### src/core/bss_pkg.sv
package bss_pkg;

  // Configuration location of the secondary side status word
  localparam logic [7:0] SECONDARY_SIDE_STATUS_OFFSET = 8'h1e;
  localparam logic [5:0] SECONDARY_SIDE_STATUS_DWORD = 6'h07;
  localparam logic [15:0] SECONDARY_SIDE_STATUS_RESET = 16'h0280;

  // Field positions
  localparam int PARITY_ERROR_SEEN_BIT = 15;
  localparam int SYSTEM_ERROR_RECEIVED_BIT = 14;
  localparam int MASTER_ABORT_RECEIVED_BIT = 13;
  localparam int TARGET_ABORT_RECEIVED_BIT = 12;
  localparam int TARGET_ABORT_SIGNALED_BIT = 11;
  localparam int DEVSEL_TIMING_LSB = 9;
  localparam int DATA_PARITY_ERROR_BIT = 8;
  localparam int FAST_B2B_BIT = 7;
  localparam int USER_FEATURE_FLAG_BIT = 6;
  localparam int CAP_66MHZ_BIT = 5;

  // Fixed field values
  localparam logic [1:0] DEVSEL_TIMING_MEDIUM = 2'h1;
  localparam logic FAST_B2B_VALUE = 1'b1;

  // Pin index of the synchronised active-low PCI pins
  localparam int PIN_SYSTEM_ERROR = 0;
  localparam int PIN_PARITY_ERROR = 1;
  localparam int PIN_COUNT = 2;

  // Event strobes from the bridge datapath, one clock each
  typedef struct packed {
    logic bus_parity_error;      // Address or data parity error seen on PCI
    logic fwd_master_abort;      // Forwarded hub cycle master-aborted on PCI
    logic fwd_target_abort;      // Forwarded hub cycle target-aborted on PCI
    logic fwd_completion_req;    // Qualifies fwd_target_abort
    logic internal_read_perr;    // Internal parity error on a read
  } bss_events_t;

  // Qualifiers for the data parity flag
  typedef struct packed {
    logic parity_resp_enable;    // Bridge control bit 0 at offset 3Eh
    logic internal_master_owns;  // USB, audio or IDE master owns the cycle
    logic cycle_is_write;        // Current owned cycle is a write
  } bss_qual_t;

  // Configuration access from the hub side decoder
  typedef struct packed {
    logic rd;
    logic wr;
    logic [5:0] dword;
    logic [3:0] byte_en;
    logic [31:0] wdata;
  } bss_cfg_req_t;

endpackage

### src/core/bss_secondary_status.sv
// Notes on behaviour
// - Writing one to a clearable flag clears it; writing zero leaves it.
// - Bit 15 sets on PCI parity error in full variant; reads zero otherwise.
// - Bit 14 sets on received system error assertion, held until cleared.
// - Bit 13 sets when a forwarded hub cycle is master-aborted on PCI.
// - Bit 12 sets when a forwarded hub cycle is target-aborted on PCI.
// - Completion-required target abort returns abort to hub and flags primary status.
// - Bit 11 reads zero; never signal or forward target abort onto PCI.
// - Bits 10:9 report medium decode timing, read only.
// - Bit 8 sets when enabled, internal master owns, and write or read parity fails.
// - In reduced variant bit 8 reads zero whatever the bus does.
// - Bit 7 always reads one: fast back-to-back target capable.
// - Bits 6 and 5 read zero: no user features, no 66 MHz.
`timescale 1ns/1ps
`default_nettype none

module bss_secondary_status #(
  parameter bit FULL_VARIANT = 1'b1
) (
  input wire logic clock,
  input wire logic rst_n,
  input wire bss_pkg::bss_cfg_req_t cfg_req,
  output logic [31:0] cfg_rdata,
  output logic cfg_ack,
  input wire bss_pkg::bss_events_t events,
  input wire bss_pkg::bss_qual_t qual,
  input wire logic serr_n_pin,
  input wire logic perr_n_pin,
  output logic hub_target_abort,
  output logic target_abort_signaled_set,
  output logic pci_target_abort,
  output logic [15:0] secondary_side_status
);
  import bss_pkg::*;

  // Pin synchroniser stages and the agreed level
  logic [PIN_COUNT-1:0] pin_raw;
  logic [PIN_COUNT-1:0] sync1_q;
  logic [PIN_COUNT-1:0] sync2_q;
  logic [PIN_COUNT-1:0] sync3_q;
  logic [PIN_COUNT-1:0] level_n_q;
  logic [PIN_COUNT-1:0] level_n_d;

  // Sticky flags
  logic pe_seen_q, pe_seen_d;
  logic se_rcvd_q, se_rcvd_d;
  logic ma_rcvd_q, ma_rcvd_d;
  logic ta_rcvd_q, ta_rcvd_d;
  logic dpar_q, dpar_d;

  // Config answer and side outputs
  logic [31:0] rdata_q, rdata_d;
  logic ack_q, ack_d;
  logic hub_ta_q, hub_ta_d;
  logic sig_ta_q, sig_ta_d;

  logic hit;
  logic [15:0] wr_half;
  logic [15:0] clr_mask;
  logic serr_assert;
  logic perr_assert;
  logic [15:0] status_word;

  assign pin_raw[PIN_SYSTEM_ERROR] = serr_n_pin;
  assign pin_raw[PIN_PARITY_ERROR] = perr_n_pin;

  // Three-stage synchroniser per pin; stage one feeds only stage two
  genvar gi;
  generate
    for (gi = 0; gi < PIN_COUNT; gi++)
    begin : g_pin
      // Level moves only once the last two stages agree, filtering a glitch
      always_comb
      begin
        level_n_d[gi] = level_n_q[gi];
        if (sync2_q[gi] == sync3_q[gi])
        begin
          level_n_d[gi] = sync3_q[gi];
        end
      end

      always_ff @(posedge clock)
      begin
        if (!rst_n)
        begin
          sync1_q[gi] <= 1'b1;
          sync2_q[gi] <= 1'b1;
          sync3_q[gi] <= 1'b1;
          level_n_q[gi] <= 1'b1;
        end
        else
        begin
          sync1_q[gi] <= pin_raw[gi];
          sync2_q[gi] <= sync1_q[gi];
          sync3_q[gi] <= sync2_q[gi];
          level_n_q[gi] <= level_n_d[gi];
        end
      end
    end
  endgenerate

  // Falling edge of the agreed level marks a new system error assertion
  assign serr_assert = level_n_q[PIN_SYSTEM_ERROR] & ~level_n_d[PIN_SYSTEM_ERROR];
  // Parity error pin is a level sampled during the owned write
  assign perr_assert = ~level_n_q[PIN_PARITY_ERROR];

  // Config decode: status sits in the upper half of its dword
  assign hit = (cfg_req.dword == SECONDARY_SIDE_STATUS_DWORD);
  assign wr_half = cfg_req.wdata[31:16];

  // Byte lanes 3 and 2 carry the status bytes
  always_comb
  begin
    clr_mask = 16'h0000;
    if (cfg_req.wr && hit)
    begin
      if (cfg_req.byte_en[3])
      begin
        clr_mask[15:8] = wr_half[15:8];
      end
      if (cfg_req.byte_en[2])
      begin
        clr_mask[7:0] = wr_half[7:0];
      end
    end
  end

  // Sticky flags: a new event wins over a same-cycle clear so none is lost
  always_comb
  begin
    pe_seen_d = pe_seen_q & ~clr_mask[PARITY_ERROR_SEEN_BIT];
    se_rcvd_d = se_rcvd_q & ~clr_mask[SYSTEM_ERROR_RECEIVED_BIT];
    ma_rcvd_d = ma_rcvd_q & ~clr_mask[MASTER_ABORT_RECEIVED_BIT];
    ta_rcvd_d = ta_rcvd_q & ~clr_mask[TARGET_ABORT_RECEIVED_BIT];
    dpar_d = dpar_q & ~clr_mask[DATA_PARITY_ERROR_BIT];
    if (FULL_VARIANT && events.bus_parity_error)
    begin
      pe_seen_d = 1'b1;
    end
    if (serr_assert)
    begin
      se_rcvd_d = 1'b1;
    end
    if (events.fwd_master_abort)
    begin
      ma_rcvd_d = 1'b1;
    end
    if (events.fwd_target_abort)
    begin
      ta_rcvd_d = 1'b1;
    end
    // Enable and ownership must both hold; cycle_is_write picks the pin or the read error
    if (FULL_VARIANT && qual.parity_resp_enable && qual.internal_master_owns &&
        ((qual.cycle_is_write && perr_assert) ||
         (!qual.cycle_is_write && events.internal_read_perr)))
    begin
      dpar_d = 1'b1;
    end
  end

  always_ff @(posedge clock)
  begin
    if (!rst_n)
    begin
      pe_seen_q <= 1'b0;
      se_rcvd_q <= 1'b0;
      ma_rcvd_q <= 1'b0;
      ta_rcvd_q <= 1'b0;
      dpar_q <= 1'b0;
    end
    else
    begin
      pe_seen_q <= pe_seen_d;
      se_rcvd_q <= se_rcvd_d;
      ma_rcvd_q <= ma_rcvd_d;
      ta_rcvd_q <= ta_rcvd_d;
      dpar_q <= dpar_d;
    end
  end

  // Assemble the status word; variant gating keeps reduced parts at zero
  always_comb
  begin
    status_word = 16'h0000;
    status_word[PARITY_ERROR_SEEN_BIT] = FULL_VARIANT ? pe_seen_q : 1'b0;
    status_word[SYSTEM_ERROR_RECEIVED_BIT] = se_rcvd_q;
    status_word[MASTER_ABORT_RECEIVED_BIT] = ma_rcvd_q;
    status_word[TARGET_ABORT_RECEIVED_BIT] = ta_rcvd_q;
    status_word[TARGET_ABORT_SIGNALED_BIT] = 1'b0;
    status_word[DEVSEL_TIMING_LSB +: 2] = DEVSEL_TIMING_MEDIUM;
    status_word[DATA_PARITY_ERROR_BIT] = FULL_VARIANT ? dpar_q : 1'b0;
    status_word[FAST_B2B_BIT] = FAST_B2B_VALUE;
    status_word[USER_FEATURE_FLAG_BIT] = 1'b0;
    status_word[CAP_66MHZ_BIT] = 1'b0;
  end

  // Read answer one clock after the strobe; other offsets read zero
  always_comb
  begin
    ack_d = cfg_req.rd | cfg_req.wr;
    rdata_d = 32'h0000_0000;
    if (cfg_req.rd && hit)
    begin
      rdata_d = {status_word, 16'h0000};
    end
  end

  // Target abort on a completion-required cycle goes back to the hub
  always_comb
  begin
    hub_ta_d = events.fwd_target_abort & events.fwd_completion_req;
    sig_ta_d = events.fwd_target_abort & events.fwd_completion_req;
  end

  always_ff @(posedge clock)
  begin
    if (!rst_n)
    begin
      rdata_q <= 32'h0000_0000;
      ack_q <= 1'b0;
      hub_ta_q <= 1'b0;
      sig_ta_q <= 1'b0;
    end
    else
    begin
      rdata_q <= rdata_d;
      ack_q <= ack_d;
      hub_ta_q <= hub_ta_d;
      sig_ta_q <= sig_ta_d;
    end
  end

  assign cfg_rdata = rdata_q;
  assign cfg_ack = ack_q;
  assign hub_target_abort = hub_ta_q;
  assign target_abort_signaled_set = sig_ta_q;
  // Bridge never raises or forwards a target abort toward PCI
  assign pci_target_abort = 1'b0;
  assign secondary_side_status = status_word;

endmodule

`default_nettype wire

### config.mk
export PLATFORM = sky130hd
export DESIGN_NAME = bss_secondary_status
export DESIGN_NICKNAME = d
export VERILOG_FILES = /design/src/core/bss_pkg.sv /design/src/core/bss_secondary_status.sv
export SDC_FILE = /design/constraint.sdc
export NUM_CORES = 1
export LEC_CHECK = 0
export BUFFER_PORTS_ARGS = -buffer_cell sky130_fd_sc_hd__buf_4
export CORE_ASPECT_RATIO = 0.7
export CORE_MARGIN = 2
export CORE_UTILIZATION = 35
export CTS_CLUSTER_SIZE = 40
export DETAILED_ROUTE_END_ITERATION = 12
export PLACE_DENSITY = 0.83
export SLEW_MARGIN = 20
export SYNTH_ARGS = -nofsm -noshare
export SYNTH_HDL_FRONTEND = slang
export SYNTH_SLANG_ARGS = --single-unit
export TNS_END_PERCENT = 5
### constraint.sdc
create_clock -name clock -period 1.36 [get_ports clock]
set_input_delay 0.34 -clock clock [delete_from_list [all_inputs] [get_ports clock]]
set_output_delay 0.34 -clock clock [all_outputs]
set_load 0.01 [all_outputs]
==> impl_metrics.ini <==
[synth]
synth_edf_count = 0
yosysUniqueCellTypes = 22
yosys-top-cells-count = buf_4 (44), dfxtp_1 (21), and2_1 (5), o21ai_0 (5)
avgSynthCellArea_um2 = 9.51
yosys-mux-area-fraction_pct = 0
synthArstFlopShare_pct = 0
syn-cell-area_um2 = 1060
netlist_instances = 111
yosysSeqAreaShare_pct = 39.8
synth_xor_area_share_pct = 0
synthAdderAreaFrac_pct = 0
synth_simple_gate_area_share_pct = 17.7
ys_warn_count = 0
synth-compound-area-share_pct = 8.65
yosysMostFrequentCell = buf_4
yosys-top-cells-area = dfxtp_1 (40%), buf_4 (31%), nor4_4 (4.0%)
yosysTopAreaCell = dfxtp_1
synth_top_family_by_area = buffers and inverters
netlist.area_leader.share_pct = 39.8
ys_seq_elements = 21
synth_flop_cell = dfxtp_1

[sta]
setup_violations = 0
finalWorstSetupSlack_ns = 0.251
finClkSkew_ns = 0.000466
fin_crit_ns = 1.11
finalHoldViolCount = 0
tns_ns = 0
finalCritPeriodShare_pct = 81.5
fmax_ghz = 0.902
maxSlewViolCount = 0
holdWs_ns = 0.259
rsz0062_at_grt = no

[routing]
drt-vias-per-instance = 3.83
wire_per_inst_um = 9.07
drt_iter0_markers = 20
ant_nets = 0
drc = 0
vias = 700
firstDrtPassIters = 2
wl_um = 1660

[critical_path]
r2r-start = sync3_q[0]
reg2reg_to = se_rcvd_q
end_kind = primary output
crit_family = flip-flops
critPathLaunchType = flop
required_ns = 1.02
critical_path_class = reg -> out
crit_slowest_cell = dfxtp_1
path_cells = buf_4
cpPeakStageDelay_ns = 0.38
path_buf_inv = 1
path_max_fanout = 4
reg2reg_depth = 3
crit_arrival_ns = 0.77
r2r_slack_ns = 0.49

[floorplanning]
chipHeight_um = 50.0
coreArea_um2 = 2840
die_w_um = 69.7
pin_count = 108
initial_core_util_pct = 37.1
rows = 16
dieArea_um2 = 3480

[pwr]
total_leakage_power_nw = 0.631
ir_worst_vdd_v = 0.000325
p_total_mw = 1.21
power.density_nw_per_um2 = 959

[min_path]
hold_start = cfg_req[29]
min_path_type = in -> reg
min_to = ma_rcvd_q
min_delay_path_depth = 2

[final_layout]
diodes = 0
regArea_um2 = 420
multi_input_area_um2 = 417
fill_cells = 306
area_growth_pct = 19.2
nets = 204
final_core_util_pct = 44.3
drive_above_1_share_pct = 33.3
instances_no_fill = 183
fin_area_um2 = 1260

[flow_run]
maxCapViolations = 0

[clocking]
post_cts_resized = 0
cts_tree = yes
clock_latency_ns = 0.25
clk_pin_slew_worst_paths_ns = 0.07
hold_buffers = 0
cts_buffer_depth = 2
cts_setup_buffers = 0
h-tree-depth = 1
cts_made_buffers = 3
cts_sinks = 21
cts-root-buf = clkbuf_8

[placed_design]
pre_cts_ws_ns = 0.0550
dp_hpwl_um = 1360
place_area_um2 = 1210
place_inst = 179
gp_congestion = 0.675
portBuffers = 40

[global_routing]
grt_pass1_wl_um = 2520
gr-total-overflow = 0
grt_pass1_vias = 591
grt_max_degree = 18
grt.total_usage_pct = 9.36
antenna_found_initial = 0

[status]
status = finished clean
[cells in the final DEF, fill, tap and decap left out, drive strengths merged, types with 4 or more instances in the layout]
master,n
and2,5
buf,42
conb,37
dfxtp,21
inv,4
nand2,4
nand2b,4
o21ai,5
[layout make-up]
| type | instances | share of cell area, % |
|---|---|---|
| inverter | 4 | 1.19 |
| clock buffer | 3 | 3.28 |
| multi-input combinational | 76 | 33.1 |
| timing repair buffer | 42 | 25.0 |
| clock inverter | 1 | 0.398 |
| sequential | 21 | 33.4 |
| tap | 36 | 3.58 |
[kinds of logic (layout without fill, tap and decap cells)]
kind of cell | Yosys count | count (layout)
AOI/OAI and AO/OA | 15 | 15
buffers and inverters | 49 | 50
DFF | 21 | 21
other | 2 | 37
and+or+nand+nor | 24 | 24
[sequential cells by signal, indices dropped and copies added (netlist names)]
signal / flops
sync1_q: 2
pe_seen_q: 1
cfg_ack: 1
ma_rcvd_q: 1
sync3_q: 2
target_abort_signaled_set: 1
sync2_q: 2
ta_rcvd_q: 1
dpar_q: 1
cfg_rdata: 6
level_n_q: 2
se_rcvd_q: 1
[worst max-delay path by stage]
| stage | from | endpoint | slack (ns) | cells past startpoint |
|---|---|---|---|---|
| after floorplan | cfg_req[39] | se_rcvd_q | 0.28 | 3 |
| after global placement | cfg_req[39] | dpar_q | 0.11 | 5 |
| after detailed placement | cfg_req[39] | dpar_q | 0.05 | 5 |
| after CTS | dpar_q | secondary_side_status[8] | 0.23 | 1 |
| after global routing | dpar_q | secondary_side_status[8] | 0.18 | 1 |
| final | dpar_q | secondary_side_status[8] | 0.25 | 1 |
[routing by layer]
metal / GRT usage, % / routed length (um) / up-vias
li1: - / - / 350
met1: 10.2 / 638 / 309
met2: 16.3 / 841 / 39
met3: 3.07 / 153 / 2
met4: 4.81 / 27 / 0
met5: 0 / 0 / -
[power breakdown]
group	switching, mW	leakage, nW	internal, mW
logic	0.0944	0.434	0.0807
registers	0.0102	0.172	0.635
clock network	0.184	0.0255	0.203
total	0.289	0.631	0.919
No activity file was read; power rests on OpenSTA's default activity.
